===== src/uart_enh_cfg_defines.vh =====
// Summary of operation
// - clear mode 0: pause flag clears on status read or resume; special on read or next char
// - clear mode 1: pause and special flags clear only on status read
// - resume flag clears only on status read, in every clear mode
// - divisor is high:low bytes plus fractional low nibble over sixteen
// - fractional register reachable only while enhanced feature bit 4 set
// - sampling field: 00 16X, 01 8X, 1x 4X; default 16X
// - fractional bit 6 selects shared or separate transmit and receive generators
// - bits 7:6 route divisor writes: 00 shared, 01 tx, 11 rx, 10 nothing
// - trigger register sets rx or tx level by feature bit 7, table D only
// - fifo count shows rx or tx level by bit 7; reads zero unless line control holds 0xBF or swap bit set
// - swap bit set: scratchpad reads count, writes go to mode select
// - sleep input enters sleep after current tx and rx bytes finish
// - powerdown pin output: low while asleep, high otherwise
// - infrared input idles low, or inverted idling high when bit 2 set
// - rs485: direction rises one bit after last stop, falls on fifo load
// - rs485: transmit interrupt waits for empty shift register
// - feature bits 5:4 pick trigger table A to D for both directions
// - enhanced bits 3:2 pick transmit flow control pairs
// - enhanced bits 1:0 pick receive comparison, 11 depends on transmit bits
// - dual selection matches either character when transmit bits differ, else one two-character sequence
// - enhanced bit 4 gates enhanced bits; clearing latches; reset clears
`ifndef UART_ENH_CFG_DEFINES_VH
`define UART_ENH_CFG_DEFINES_VH
`define A_DIV_LOW 4'h0
`define A_DIV_HIGH 4'h1
`define A_FRAC 4'h2
`define A_TRIG 4'h3
`define A_COUNT 4'h4
`define A_FEAT 4'h5
`define A_ENH 4'h6
`define A_SCRATCH 4'h7
`define A_LINE 4'h8
`define A_ISTAT 4'h9
`define A_MODE 4'hA
`define LINE_ENH_KEY 8'hBF
`define RST_DIV_LOW 8'h01
`define RST_DIV_HIGH 8'h00
`define RST_TRIG 8'h01
`define RST_SCRATCH 8'hFF
`define FIFO_DEPTH 8'h80
`define SAMP_16X 2'h0
`define SAMP_8X 2'h1
`define SAMP_4X 2'h2
`define ROUTE_SHARED 2'h0
`define ROUTE_TX 2'h1
`define ROUTE_NONE 2'h2
`define ROUTE_RX 2'h3
`define TABLE_D 2'h3
`define MATCH_NONE 3'h0
`define MATCH_PAIR1 3'h1
`define MATCH_PAIR2 3'h2
`define MATCH_EITHER 3'h3
`define MATCH_SEQ 3'h4
`define FB_PIN_OUT 0
`define FB_IR_INV 2
`define FB_RS485 3
`define FB_SWAP 6
`define FB_TRG_TX 7
`define EB_ENABLE 4
`define MB_RTS_INV 3
`define MB_CLR_MODE 7
`endif


===== src/uart_enh_cfg.v =====
`timescale 1ns/1ps
`include "uart_enh_cfg_defines.vh"
module uart_enh_cfg (
  input wire CLK, // 20 MHz clock
  input wire RESET, // async, active high
  input wire [3:0] ADDR, // register address
  input wire [7:0] WDATA, // write data
  input wire WR, // write strobe
  input wire RD, // read strobe
  output reg [7:0] RDATA, // read data, cycle after RD
  input wire PAUSE_RX, // pause char received
  input wire RESUME_RX, // resume char received
  input wire SPECIAL_RX, // special char received
  input wire CHAR_RX, // any char received
  input wire RX_PUSH, // rx fifo write
  input wire RX_POP, // rx fifo read
  input wire TX_PUSH, // tx fifo write
  input wire TX_POP, // tx fifo to shifter
  input wire THR_EMPTY, // holding register empty
  input wire TSR_EMPTY, // shift register empty
  input wire BIT_TICK, // one pulse per bit time
  input wire TX_BUSY, // byte being sent
  input wire RX_BUSY, // byte being received
  input wire SW_SLEEP, // sleep request from core
  input wire SLEEP_PIN_IN, // shared pin, input side
  output reg SLEEP_PIN_OUT, // shared pin, output level
  output reg SLEEP_PIN_OE_N, // low while driving
  input wire RX_PIN, // serial receive pin
  output reg RX_DATA, // decoded receive level
  output reg ASLEEP, // sleep state
  output reg RTS_N, // direction pin
  output reg TX_INT, // transmit interrupt
  output reg XOFF_INT, // pause interrupt flag
  output reg SPECIAL_INT, // special char flag
  output reg RESUME_INT, // resume interrupt flag
  output reg [15:0] TX_DIV, // tx integer divisor
  output reg [3:0] TX_FRAC, // tx fraction sixteenths
  output reg [1:0] TX_SAMPLE, // tx sampling rate
  output reg [15:0] RX_DIV, // rx integer divisor
  output reg [3:0] RX_FRAC, // rx fraction sixteenths
  output reg [1:0] RX_SAMPLE, // rx sampling rate
  output reg [7:0] TX_TRIG, // tx programmed level
  output reg [7:0] RX_TRIG, // rx programmed level
  output reg [1:0] TRIG_TABLE, // trigger table
  output reg [1:0] TX_FLOW, // tx flow select
  output reg [2:0] RX_MATCH // rx compare mode
);

  reg [7:0] div_low_sh;
  reg [7:0] div_high_sh;
  reg [5:0] frac_sh;
  reg [7:0] div_low_tx;
  reg [7:0] div_high_tx;
  reg [5:0] frac_tx;
  reg [7:0] div_low_rx;
  reg [7:0] div_high_rx;
  reg [5:0] frac_rx;
  reg [1:0] route;
  reg [7:0] feature;
  reg [7:0] enhanced;
  reg [7:0] mode_sel;
  reg [7:0] scratch;
  reg [7:0] line_ctl;
  reg [7:0] rx_count;
  reg [7:0] tx_count;
  reg [7:0] next_rdata;
  reg sleep_m;
  reg sleep_s;
  reg rx_m;
  reg rx_s;
  reg rs_tx_dir;
  reg rs_wait;

  // sampling field to rate code
  function [1:0] samp;
    input [1:0] f;
    begin
      samp = f[1] ? `SAMP_4X : f[0] ? `SAMP_8X : `SAMP_16X;
    end
  endfunction

  // receive comparison from flow select
  function [2:0] rxm;
    input [3:0] e;
    begin
      case (e[1:0])
        2'h2: rxm = `MATCH_PAIR1;
        2'h1: rxm = `MATCH_PAIR2;
        2'h3: rxm = (e[3] ^ e[2]) ? `MATCH_EITHER : `MATCH_SEQ;
        default: rxm = `MATCH_NONE;
      endcase
    end
  endfunction

  // fifo level after push and pop, saturating
  function [7:0] lvl;
    input [7:0] c;
    input p;
    input q;
    begin
      lvl = c;
      if (p && !q && c != `FIFO_DEPTH) begin
        lvl = c + 8'h01;
      end else if (q && !p && c != 8'h00) begin
        lvl = c - 8'h01;
      end
    end
  endfunction

  wire enh_en = enhanced[`EB_ENABLE];
  wire wr_frac = WR && ADDR == `A_FRAC && enh_en;
  wire wr_low = WR && ADDR == `A_DIV_LOW;
  wire wr_high = WR && ADDR == `A_DIV_HIGH;
  wire [1:0] wr_route = wr_frac ? WDATA[7:6] : route;
  wire sel_sh = wr_route == `ROUTE_SHARED;
  wire sel_tx = wr_route == `ROUTE_TX;
  wire sel_rx = wr_route == `ROUTE_RX;
  wire swap = feature[`FB_SWAP];
  wire cnt_ok = swap || line_ctl == `LINE_ENH_KEY;
  wire [7:0] count_sel = feature[`FB_TRG_TX] ? tx_count : rx_count;
  wire istat_rd = RD && ADDR == `A_ISTAT;
  wire clr_mode = mode_sel[`MB_CLR_MODE];
  wire tx_idle = TSR_EMPTY && THR_EMPTY && tx_count == 8'h00;

  // divisor and fractional storage
  always @(posedge CLK or posedge RESET) begin
    if (RESET) begin
      div_low_sh <= `RST_DIV_LOW;
      div_high_sh <= `RST_DIV_HIGH;
      frac_sh <= 6'h00;
      div_low_tx <= `RST_DIV_LOW;
      div_high_tx <= `RST_DIV_HIGH;
      frac_tx <= 6'h00;
      div_low_rx <= `RST_DIV_LOW;
      div_high_rx <= `RST_DIV_HIGH;
      frac_rx <= 6'h00;
      route <= `ROUTE_SHARED;
    end else begin
      if (wr_frac) begin
        route <= WDATA[7:6];
      end
      if (sel_sh) begin
        if (wr_low) begin
          div_low_sh <= WDATA;
        end
        if (wr_high) begin
          div_high_sh <= WDATA;
        end
        if (wr_frac) begin
          frac_sh <= WDATA[5:0];
        end
      end
      if (sel_tx) begin
        if (wr_low) begin
          div_low_tx <= WDATA;
        end
        if (wr_high) begin
          div_high_tx <= WDATA;
        end
        if (wr_frac) begin
          frac_tx <= WDATA[5:0];
        end
      end
      if (sel_rx) begin
        if (wr_low) begin
          div_low_rx <= WDATA;
        end
        if (wr_high) begin
          div_high_rx <= WDATA;
        end
        if (wr_frac) begin
          frac_rx <= WDATA[5:0];
        end
      end
    end
  end

  // control registers
  always @(posedge CLK or posedge RESET) begin
    if (RESET) begin
      feature <= 8'h00;
      enhanced <= 8'h00;
      mode_sel <= 8'h00;
      scratch <= `RST_SCRATCH;
      line_ctl <= 8'h00;
      TX_TRIG <= `RST_TRIG;
      RX_TRIG <= `RST_TRIG;
    end else if (WR) begin
      case (ADDR)
        `A_FEAT: feature <= WDATA;
        `A_LINE: line_ctl <= WDATA;
        `A_ENH: begin
          enhanced[7:4] <= WDATA[7:4];
          if (enh_en) begin
            enhanced[3:0] <= WDATA[3:0];
          end
        end
        `A_SCRATCH: begin
          if (swap) begin
            mode_sel <= WDATA;
          end else begin
            scratch <= WDATA;
          end
        end
        `A_TRIG: begin
          if (feature[5:4] == `TABLE_D) begin
            if (feature[`FB_TRG_TX]) begin
              TX_TRIG <= WDATA;
            end else begin
              RX_TRIG <= WDATA;
            end
          end
        end
        default: ;
      endcase
    end
  end

  // read mux, data in the following cycle
  always @* begin
    next_rdata = 8'h00;
    case (ADDR)
      `A_DIV_LOW: next_rdata = route == `ROUTE_RX ? div_low_rx :
        route == `ROUTE_TX ? div_low_tx : div_low_sh;
      `A_DIV_HIGH: next_rdata = route == `ROUTE_RX ? div_high_rx :
        route == `ROUTE_TX ? div_high_tx : div_high_sh;
      `A_FRAC: next_rdata = enh_en ? {route, route == `ROUTE_RX ? frac_rx :
        route == `ROUTE_TX ? frac_tx : frac_sh} : 8'h00;
      `A_COUNT: next_rdata = cnt_ok ? count_sel : 8'h00;
      `A_FEAT: next_rdata = feature;
      `A_ENH: next_rdata = enhanced;
      `A_SCRATCH: next_rdata = swap ? count_sel : scratch;
      `A_LINE: next_rdata = line_ctl;
      `A_ISTAT: next_rdata = {5'h00, RESUME_INT, SPECIAL_INT, XOFF_INT};
      `A_MODE: next_rdata = {ASLEEP, rs_tx_dir, tx_count == 8'h00,
        rx_count == 8'h00, 2'h0, route};
      default: next_rdata = 8'h00;
    endcase
  end

  always @(posedge CLK or posedge RESET) begin
    if (RESET) begin
      RDATA <= 8'h00;
    end else begin
      RDATA <= RD ? next_rdata : 8'h00;
    end
  end

  // fifo level counters
  always @(posedge CLK or posedge RESET) begin
    if (RESET) begin
      rx_count <= 8'h00;
      tx_count <= 8'h00;
    end else begin
      rx_count <= lvl(rx_count, RX_PUSH, RX_POP);
      tx_count <= lvl(tx_count, TX_PUSH, TX_POP);
    end
  end

  // interrupt flags; a new event wins over a clear
  always @(posedge CLK or posedge RESET) begin
    if (RESET) begin
      XOFF_INT <= 1'b0;
      SPECIAL_INT <= 1'b0;
      RESUME_INT <= 1'b0;
    end else begin
      if (PAUSE_RX) begin
        XOFF_INT <= 1'b1;
      end else if (istat_rd || (!clr_mode && RESUME_RX)) begin
        XOFF_INT <= 1'b0;
      end
      if (SPECIAL_RX) begin
        SPECIAL_INT <= 1'b1;
      end else if (istat_rd || (!clr_mode && CHAR_RX)) begin
        SPECIAL_INT <= 1'b0;
      end
      if (RESUME_RX) begin
        RESUME_INT <= 1'b1;
      end else if (istat_rd) begin
        RESUME_INT <= 1'b0;
      end
    end
  end

  // pin synchronisers
  always @(posedge CLK or posedge RESET) begin
    if (RESET) begin
      sleep_m <= 1'b0;
      sleep_s <= 1'b0;
      rx_m <= 1'b0;
      rx_s <= 1'b0;
    end else begin
      sleep_m <= SLEEP_PIN_IN;
      sleep_s <= sleep_m;
      rx_m <= RX_PIN;
      rx_s <= rx_m;
    end
  end

  // sleep and shared pin
  always @(posedge CLK or posedge RESET) begin
    if (RESET) begin
      ASLEEP <= 1'b0;
      SLEEP_PIN_OUT <= 1'b1;
      SLEEP_PIN_OE_N <= 1'b1;
    end else begin
      if (feature[`FB_PIN_OUT]) begin
        if (SW_SLEEP && !TX_BUSY && !RX_BUSY) begin
          ASLEEP <= 1'b1;
        end else if (!SW_SLEEP) begin
          ASLEEP <= 1'b0;
        end
        SLEEP_PIN_OE_N <= 1'b0;
        SLEEP_PIN_OUT <= !ASLEEP;
      end else begin
        if (sleep_s && !TX_BUSY && !RX_BUSY) begin
          ASLEEP <= 1'b1;
        end else if (!sleep_s) begin
          ASLEEP <= 1'b0;
        end
        SLEEP_PIN_OE_N <= 1'b1;
        SLEEP_PIN_OUT <= 1'b1;
      end
    end
  end

  // rs485 direction and transmit interrupt
  always @(posedge CLK or posedge RESET) begin
    if (RESET) begin
      rs_tx_dir <= 1'b0;
      rs_wait <= 1'b0;
      RTS_N <= 1'b1;
      TX_INT <= 1'b0;
    end else begin
      if (TX_PUSH) begin
        rs_tx_dir <= 1'b1;
        rs_wait <= 1'b0;
      end else if (rs_tx_dir && tx_idle) begin
        if (rs_wait && BIT_TICK) begin
          rs_tx_dir <= 1'b0;
          rs_wait <= 1'b0;
        end else if (BIT_TICK) begin
          rs_wait <= 1'b1;
        end
      end
      if (feature[`FB_RS485]) begin
        RTS_N <= !rs_tx_dir ^ mode_sel[`MB_RTS_INV];
        TX_INT <= THR_EMPTY && TSR_EMPTY;
      end else begin
        RTS_N <= 1'b1;
        TX_INT <= THR_EMPTY;
      end
    end
  end

  // generator outputs, flow select and ir decode
  always @(posedge CLK or posedge RESET) begin
    if (RESET) begin
      TX_DIV <= {`RST_DIV_HIGH, `RST_DIV_LOW};
      RX_DIV <= {`RST_DIV_HIGH, `RST_DIV_LOW};
      TX_FRAC <= 4'h0;
      RX_FRAC <= 4'h0;
      TX_SAMPLE <= `SAMP_16X;
      RX_SAMPLE <= `SAMP_16X;
      TRIG_TABLE <= 2'h0;
      TX_FLOW <= 2'h0;
      RX_MATCH <= `MATCH_NONE;
      RX_DATA <= 1'b0;
    end else begin
      if (route[0]) begin
        TX_DIV <= {div_high_tx, div_low_tx};
        TX_FRAC <= frac_tx[3:0];
        TX_SAMPLE <= samp(frac_tx[5:4]);
        RX_DIV <= {div_high_rx, div_low_rx};
        RX_FRAC <= frac_rx[3:0];
        RX_SAMPLE <= samp(frac_rx[5:4]);
      end else begin
        TX_DIV <= {div_high_sh, div_low_sh};
        TX_FRAC <= frac_sh[3:0];
        TX_SAMPLE <= samp(frac_sh[5:4]);
        RX_DIV <= {div_high_sh, div_low_sh};
        RX_FRAC <= frac_sh[3:0];
        RX_SAMPLE <= samp(frac_sh[5:4]);
      end
      TRIG_TABLE <= feature[5:4];
      TX_FLOW <= enhanced[3:2];
      RX_MATCH <= rxm(enhanced[3:0]);
      RX_DATA <= feature[`FB_IR_INV] ? !rx_s : rx_s;
    end
  end

endmodule // uart_enh_cfg


===== config.mk =====
export PLATFORM = sky130hd
export DESIGN_NAME = uart_enh_cfg
export DESIGN_NICKNAME = d
export VERILOG_FILES = /design/src/uart_enh_cfg.v
export VERILOG_INCLUDE_DIRS = /design/src
export SDC_FILE = /design/constraint.sdc
export NUM_CORES = 1
export LEC_CHECK = 0
export BUFFER_PORTS_ARGS = -buffer_cell sky130_fd_sc_hd__buf_4
export CORE_MARGIN = 2
export CORE_UTILIZATION = 50
export CTS_CLUSTER_SIZE = 8
export DETAILED_ROUTE_END_ITERATION = 16
export PLACE_DENSITY_LB_ADDON = 0.2
export SLEW_MARGIN = 5
export SYNTH_ARGS = -nofsm -noshare
export SYNTH_HDL_FRONTEND = slang
export SYNTH_SLANG_ARGS = --single-unit

===== constraint.sdc =====
create_clock -name CLK -period 10.75 [get_ports CLK]
set_input_delay 2.6875 -clock CLK [delete_from_list [all_inputs] [get_ports CLK]]
set_output_delay 2.6875 -clock CLK [all_outputs]
set_load 0.02 [all_outputs]

==> results.json, run 1 <==
{
  "startpoint": "ADDR[2]",
  "dr.pass1.iters": 5,
  "skew_ps": 10.3,
  "synth-seq-area-share_pct": 55.7,
  "synth_edf_count": 0,
  "vias_per_cell": 5.68,
  "ctsHoldBuffers": 0,
  "coreArea_mm2": 0.0186,
  "power.leakage_nw": 5.25,
  "power_mw": 2.48,
  "cts_resized": 0,
  "crit_chain": "buf_4 -> or3b_1 -> nor4_4 -> a21oi_2 -> nor4_4 -> mux2_2",
  "clkLatencyLatePin_ps": 520,
  "final_cell_count_no_fill": 1157,
  "nFillCells": 1494,
  "gr-max-usage-layer": "met2",
  "final_common_cell": "dfrtp_1",
  "syn_nets": 837,
  "rsz0062_at_grt": "false",
  "cts_tree": "done",
  "layout_common_cells": "189 x dfrtp_1, 150 x nand2_1, 143 x mux2_2, 118 x buf_4, 32 x a21oi_1",
  "fmax_mhz": 219,
  "max_stage_delay_ps": 580,
  "ys_ff_latch": 208,
  "synth_area_mm2": 0.00938,
  "powerDensity_mw_per_mm2": 220,
  "maxCapViolCount": 0,
  "synthDistinctLibCells": 65,
  "cts_max_level": 1,
  "cts_num_sinks": 208,
  "vias": 6573,
  "grt_max_degree": 137,
  "grt_pass1_wl_mm": 36.0,
  "drt_iter0_drc": 414,
  "grt_pass1_vias": 6604,
  "grt_use_met1_pct": 31.6,
  "syn_inst": 791,
  "crit_arrival_ps": 4970,
  "die_width_um": 141,
  "route.detailed.drc": 0,
  "multiInputGateArea_mm2": 0.00397,
  "vdd_drop_max_uv": 114,
  "crit_top_cell": "nor4_4",
  "clk_pin_slew_ps": 50,
  "clock_path_buffers": 3,
  "nets": 948,
  "dp_cells": 1105,
  "crit_end": "div_low_sh[4]",
  "antenna_found_initial": 0,
  "outcome": "completed",
  "cp_slowest_cell": "or3b_1",
  "critPathMaxFanout": 14,
  "worstRegToRegCells": 5,
  "route.final.wire_length_mm": 22.3,
  "ff_latch_area_mm2": 0.00523,
  "root_buffer": "clkbuf_16",
  "cts_setup_buffers": 0,
  "final-hold-violation-count": 0,
  "overflow": 0,
  "syn_avg_cell_area_um2": 11.9,
  "ys_async_sr_fraction_pct": 100,
  "max_slew_margin_pct": 22.3,
  "slew_viol_final": 0,
  "wl_per_cell_um": 19.3,
  "groute.layer.met3.usage_pct": 4.11,
  "crit_type": "in2reg",
  "die_y_um": 141,
  "dp_hpwl_mm": 15.2,
  "top_regs": "RX_DIV x16, TX_DIV x16",
  "syn_to_final_growth_pct": 19.8,
  "r2r_setup_slack_ps": 7710,
  "rows": 50,
  "ys.flop_type": "dfrtp_1",
  "end_kind": "flip-flop",
  "io_buffers": 115,
  "final_antenna_net_count": 0,
  "worst_pin_slew_ps": 1160,
  "final_layout_size_suffix_gt1_share_pct": 35.4,
  "yosysWarnings": 0,
  "r2r_end": "div_low_tx[1]",
  "start_util_pct": 50.5,
  "hp-class": "reg2reg",
  "holdCritStartpoint": "rx_m",
  "gp_congestion": 0.954,
  "finalSetupViolations": 0,
  "io_pins": 116,
  "die_area_mm2": 0.0199,
  "cts_buffers": 29,
  "finalSetupTns_ps": 0,
  "grt.total_usage_pct": 22.9,
  "rr_startpoint": "route[0]",
  "critical_path_required_ps": 11160,
  "finalCritPeriodShare_pct": 42.5,
  "crit_path_start_kind": "primary input",
  "antennaDiodeCount": 0,
  "use_met2_pct": 36.7,
  "post-route-min-period_ps": 4570
}
## worst max-delay path: cells and delay by family
kind,cells,cell delay [ps]
simple gates,3,1600
buf+inv,1,160
compound gates,1,110
mux,1,410
## worst min-delay path by stage
| stage | slack, ps | cells past startpoint | to |
|---|---|---|---|
| after detailed placement | 340 | 0 | rx_s |
| after global routing | 360 | 0 | rx_s |
| after CTS | 340 | 0 | rx_s |
| final | 340 | 0 | rx_s |
| after global placement | 330 | 0 | rx_s |
| after floorplan | 330 | 0 | rx_s |
## area by class of cell
cell class,instances,area share [%]
tap,234,2.60
timing repair buffer,118,7.88
clock inverter,1,0.0779
inverter,11,0.434
sequential,208,46.5
clock buffer,51,7.19
multi-input combinational,534,35.3
## stage by stage
| stage | worst slack (ps) | util, % | instance area (um2) | hold slack (ps) |
|---|---|---|---|---|
| final | 6180 | 60.5 | 11200 | 344 |
| after detailed placement | 5690 | 56.1 | 10400 | 336 |
| after floorplan | 2410 | - | 9380 | 331 |
| after CTS | 6230 | 60.5 | 11200 | 345 |
| after global routing | 6070 | 60.5 | 11200 | 358 |
| after global placement | 5690 | 56.1 | 10400 | 334 |
## where the power goes
part	total, mW	leakage [nW]	switching [mW]	internal (mW)
clock	0.818	0.388	0.318	0.500
sequential	1.05	2.65	0.119	0.934
combinational	0.605	2.21	0.317	0.288
total	2.48	5.25	0.754	1.72
## layer usage
metal  up-vias  wire, um
met5         -         0
met2       242     10500
met3        55      1290
met4         0       637
li1       3017         -
met1      3259      9880
## cells by family (layout without fill, tap and decap cells)
kind of cell             Yosys count  count (layout)  share of synthesized area [%]
AND/OR/NAND/NOR                  236             236                           12.0
adder cells (fa/ha/maj)           14              14                           2.03
buffers and inverters             49             181                           1.99
flip-flops                       208             208                           55.7
multiplexers                     160             160                           19.1
AO/OA/AOI/OAI                    108             108                           7.65
XOR/XNOR                          16              16                           1.49
## cells in the mapped netlist (5+ instances only)
library cell  instances  area [um2]
inv_1                11        41.3
dfstp_2              18         473
mux2i_1              15         150
buf_1                10        37.5
nor2_1               19        71.3
ha_1                 12         150
dfrtp_1             190        4750
o21ai_0              17        85.1
nor2b_1               8        50.1
a21oi_1              32         160
nor3_1               12        60.1
clkbuf_1             26        97.6
mux2_2              143        1610
xnor2_1              11        96.3
a31oi_1               5        31.3
xor2_1                5        43.8
nand2b_1              9        56.3
nand2_1             150         563
a22oi_1               6        45.0
(Power assumes the default switching activity.)
==> run 2: changes to the inputs <==
- clock period: 10.75 -> 4.5 ns (I/O delays scaled with it)
==> results.json, run 2 (synthesis gave the netlist of run 1 again) <==
{
  "final-hold-violation-count": 0,
  "maxCapViolCount": 0,
  "dp_cells": 1110,
  "io_buffers": 115,
  "finalCritPeriodShare_pct": 65.5,
  "rsz0062_at_grt": "false",
  "final_common_cell": "dfrtp_1",
  "route.final.wire_length_mm": 22.5,
  "gp_congestion": 0.899,
  "power_mw": 5.96,
  "sequentialPowerShare_pct": 42.0,
  "worst_pin_slew_ps": 784,
  "die_width_um": 141,
  "drt_iter0_drc": 419,
  "crit_chain": "buf_4 -> nor3b_2 -> nand4_1 -> a21boi_1 -> nor4_4 -> mux2_2",
  "layout_common_cells": "189 x dfrtp_1, 150 x nand2_1, 143 x mux2_2, 121 x buf_4, 32 x a21oi_1",
  "cts_setup_buffers": 0,
  "cts_resized": 0,
  "final_layout_size_suffix_gt1_share_pct": 35.7,
  "outcome": "completed",
  "start_util_pct": 50.5,
  "p_comb_share_pct": 24.6,
  "fmax_mhz": 339,
  "vdd_drop_max_uv": 293,
  "crit_arrival_ps": 3360,
  "die_area_mm2": 0.0199,
  "grt_max_degree": 116,
  "power.leakage_nw": 5.28,
  "vias": 6490,
  "worstRegToRegCells": 10,
  "p_int_mw": 4.13,
  "cts_max_level": 1,
  "nets": 953,
  "grt.total_usage_pct": 23.0,
  "clkLatencyLatePin_ps": 540,
  "critical_path_required_ps": 4910,
  "power.switching_mw": 1.83,
  "clock_path_buffers": 3,
  "final_antenna_net_count": 0,
  "p_sw_share_pct": 30.7,
  "max_stage_delay_ps": 550,
  "coreArea_mm2": 0.0186,
  "clk_pin_slew_ps": 50,
  "powerDensity_mw_per_mm2": 527,
  "top_regs": "RX_DIV x16, TX_DIV x16",
  "antenna_found_initial": 0,
  "critPathMaxFanout": 14,
  "final_cell_count_no_fill": 1163,
  "cts_num_sinks": 208,
  "hold_depth": 0,
  "route.detailed.drc": 0,
  "max_slew_margin_pct": 47.7,
  "rows": 50,
  "skew_ps": 17.2,
  "dr.pass1.iters": 5,
  "cts_tree": "done",
  "post-route-min-period_ps": 2950,
  "layout_setup_ws_ps": 1550,
  "crit_path_start_kind": "primary input",
  "crit_type": "in2reg",
  "grt_pass1_vias": 6557,
  "die_y_um": 141,
  "overflow": 0,
  "syn_to_final_growth_pct": 20.6,
  "end_kind": "flip-flop",
  "cp_slowest_cell": "nor4_4",
  "finalSetupViolations": 0,
  "dp_hpwl_mm": 15.1,
  "post-place-ws_ps": 989,
  "wl_per_cell_um": 19.4,
  "ctsHoldBuffers": 0,
  "slew_viol_final": 0,
  "antennaDiodeCount": 0,
  "hp-class": "reg2reg",
  "utilization_pct": 60.9,
  "p_clk_share_pct": 33.4,
  "grt_pass1_wl_mm": 35.8,
  "io_pins": 116,
  "vias_per_cell": 5.58,
  "finalSetupTns_ps": 0,
  "cts_buffers": 29,
  "root_buffer": "clkbuf_16"
}
-- run 2: cell count changes in the layout (fill, tap and decap cells not counted) --
cell	before	now
inv_16	0	1
clkinvlp_4	0	1
inv_6	1	0
clkbuf_1	22	23
buf_12	0	2
inv_8	1	0
buf_4	118	121
-- run 2: cell type report --
cell class / count / area [um2]
fillers: 1525 / 7260
inverters: 11 / 45.0
repair buffers: 123 / 948
clock inverters: 1 / 20.0
well taps: 234 / 293
multi-input cells: 534 / 3970
clock buffers: 52 / 812
flip-flops and latches: 208 / 5230
-- run 2: power groups by stage --
stage	clock, mW	sequential [mW]	combinational [mW]
3_5_place_dp	0	2.53	1.47
2_1_floorplan	0	2.58	0.918
6_report	1.99	2.51	1.46
4_1_cts	2.02	2.51	1.48
3_3_place_gp	0	2.53	1.43
5_1_grt	2.10	2.55	1.61
-- run 2: worst max-delay path, delay by kind of cell --
kind,cells,cell delay (ps)
compound gates,1,310
buf+inv,1,160
mux,1,410
simple gates,3,1350
-- run 2: through the flow --
step / area (um2) / hold WS, ps
detailed placement: 10500 / 336
global route: 11300 / 356
floorplan: 9390 / 331
finish: 11300 / 344
CTS: 11300 / 347
global placement: 10500 / 336
-- run 2: metal layers --
layer / part of all wire (%) / GRT usage, % / vias to the layer above / routed length, um
met5: 0 / 0 / - / 0
met1: 45 / 31.4 / 3212 / 10100
li1: - / - / 3035 / -
met2: 47 / 37.1 / 195 / 10600
met4: 3.3 / 8.42 / 0 / 748
met3: 5.0 / 4.18 / 48 / 1130
-- run 2: worst paths after layout --
| check | from | end | slack, ps |
|---|---|---|---|
| worst max-delay path | ADDR[2] | div_low_tx[6] | 1550 |
| max in group asynchronous | RESET | RX_DIV[6] | 3220 |
| worst min register to register | rx_m | rx_s | 340 |
| worst min-delay path | rx_m | rx_s | 340 |
| min in group asynchronous | RESET | TX_TRIG[3] | 720 |
| worst max register to register | rx_count[2] | rx_count[7] | 1640 |
==> run 3: changes to the inputs <==
- clock period: 4.5 -> 2.4 ns (I/O delays scaled with it)
==> results.json, run 3 (synthesis gave the netlist of run 1 again) <==
{
  "outcome": "finished, violations left",
  "violations": "setup timing",
  "die_y_um": 141,
  "ff_latch_area_mm2": 0.00523,
  "top_regs": "RX_DIV x16, TX_DIV x16",
  "route.detailed.drc": 0,
  "wl_met2_mm": 11.7,
  "critPathMaxFanout": 5,
  "critical_path_required_ps": 2820,
  "crit_path_start_kind": "flip-flop",
  "rows": 50,
  "io_pins": 116,
  "vdd_drop_max_uv": 668,
  "final-hold-violation-count": 0,
  "clock_path_buffers": 3,
  "powerDensity_mw_per_mm2": 985,
  "grt_pass1_vias": 6981,
  "final_layout_size_suffix_gt1_share_pct": 45.0,
  "antenna_found_initial": 0,
  "rsz0062_at_grt": "true",
  "root_buffer": "clkbuf_16",
  "dp_hpwl_mm": 16.5,
  "clk_pin_slew_ps": 60,
  "wl_per_cell_um": 18.9,
  "worst_pin_slew_ps": 542,
  "layout_setup_ws_ps": -85.9,
  "grt_pass1_wl_mm": 37.7,
  "layout_common_cells": "215 x buf_4, 189 x dfrtp_1, 146 x nand2_1, 136 x mux2_2, 29 x clkbuf_16",
  "multiInputGateArea_mm2": 0.00424,
  "cts_buffers": 29,
  "vias": 6920,
  "die_area_mm2": 0.0199,
  "nFillCells": 1405,
  "cts_tree": "done",
  "finalCritPeriodShare_pct": 104,
  "finalSetupViolations": 4,
  "route.final.wire_length_mm": 23.8,
  "dr.max_layer_used": "met4",
  "cts_num_sinks": 208,
  "skew_ps": 14.4,
  "utilization_pct": 66.5,
  "dr.pass1.iters": 5,
  "final_common_cell": "buf_4",
  "slew_viol_final": 0,
  "wl_met3_mm": 1.15,
  "hp-class": "in2async",
  "vias_per_cell": 5.49,
  "overflow": 0,
  "fmax_mhz": 402,
  "drt_iter0_drc": 401,
  "nets": 1052,
  "wl_met1_mm": 10.5,
  "final_antenna_net_count": 0,
  "coreArea_mm2": 0.0186,
  "cts_max_level": 1,
  "post-route-min-period_ps": 2490,
  "io_buffers": 115,
  "crit_type": "reg2reg",
  "finalSetupTns_ps": -158,
  "end_kind": "flip-flop",
  "maxCapViolCount": 0,
  "syn_to_final_growth_pct": 31.7,
  "crit_arrival_ps": 2910,
  "clkLatencyLatePin_ps": 530,
  "ctsHoldBuffers": 0,
  "start_util_pct": 50.5,
  "power.leakage_nw": 5.83,
  "gp_congestion": 0.982,
  "antennaDiodeCount": 0,
  "grt.total_usage_pct": 23.9,
  "grt_max_degree": 75,
  "max_slew_margin_pct": 63.5,
  "die_width_um": 141
}
run 3: cell count changes in the layout (fill, tap and decap cells not counted), sizes merged:
cell and change:
buf +99, clkbuf -2
run 3: final cells by class:
class                           count  share of cell area [%]
Sequential cell                   208                    42.3
Multi-Input combinational cell    534                    34.3
Timing Repair Buffer              222                    14.1
Clock buffer                       50                    6.51
Tap cell                          234                    2.37
Inverter                           11                   0.364
Clock inverter                      1                  0.0709
run 3: worst max-delay path: stages (launching register included):
cell	delay (ps)
dfrtp_1	410
nor4_4	350
a311o_2	350
buf_12	150
ha_4	210
a21oi_4	180
o21ai_2	80
nor2_2	140
mux2_4	310
o211a_1	200
run 3: final timing paths:
path / from / endpoint / slack (ps) / cells past startpoint
max: tx_count[3] / tx_count[7] / -90 / 9
min: RESET / TX_FLOW[0] / 80 / 2
max reg2reg: tx_count[3] / tx_count[7] / -90 / 9
min reg2reg: rx_m / rx_s / 340 / 0
max in group asynchronous: RESET / RX_DIV[0] / 1570 / 3
min in group CLK: SLEEP_PIN_IN / sleep_m / 180 / 1
run 3: metrics by stage:
| step | cells | setup WS [ps] | hold WS (ps) | area (um2) | power [mW] |
|---|---|---|---|---|---|
| after floorplan | 791 | -886 | 331 | 9450 | 6.61 |
| after global placement | 1203 | -198 | 335 | 11300 | 7.98 |
| after detailed placement | 1203 | -274 | 335 | 11300 | 8.05 |
| after CTS | 1256 | -39.7 | 78.2 | 12200 | 11.9 |
| after global routing | 1260 | -166 | 99.6 | 12400 | 12.8 |
| final | 1260 | -85.9 | 83.3 | 12400 | 12.2 |
run 3: routing by layer:
| layer | GRT usage (%) | vias up |
|---|---|---|
| li1 | - | 3226 |
| met1 | 32.9 | 3462 |
| met2 | 40.7 | 192 |
| met3 | 3.60 | 40 |
| met4 | 4.95 | 0 |
| met5 | 0 | - |
run 3: repair_timing:
| action | CTS | global route |
|---|---|---|
| setup buffers | 2 | 4 |
| pin swaps | 12 | 20 |
| resized for setup | 18 | 22 |
| endpoints found under the hold margin | 0 | 0 |
| endpoints found under the setup margin | 8 | 9 |
run 3: power breakdown:
part / internal (mW) / switching [mW] / leakage [nW]
Sequential: 4.19 / 0.420 / 2.65
Combinational: 1.96 / 1.93 / 2.79
Clock: 2.23 / 1.45 / 0.387
Total: 8.38 / 3.79 / 5.83
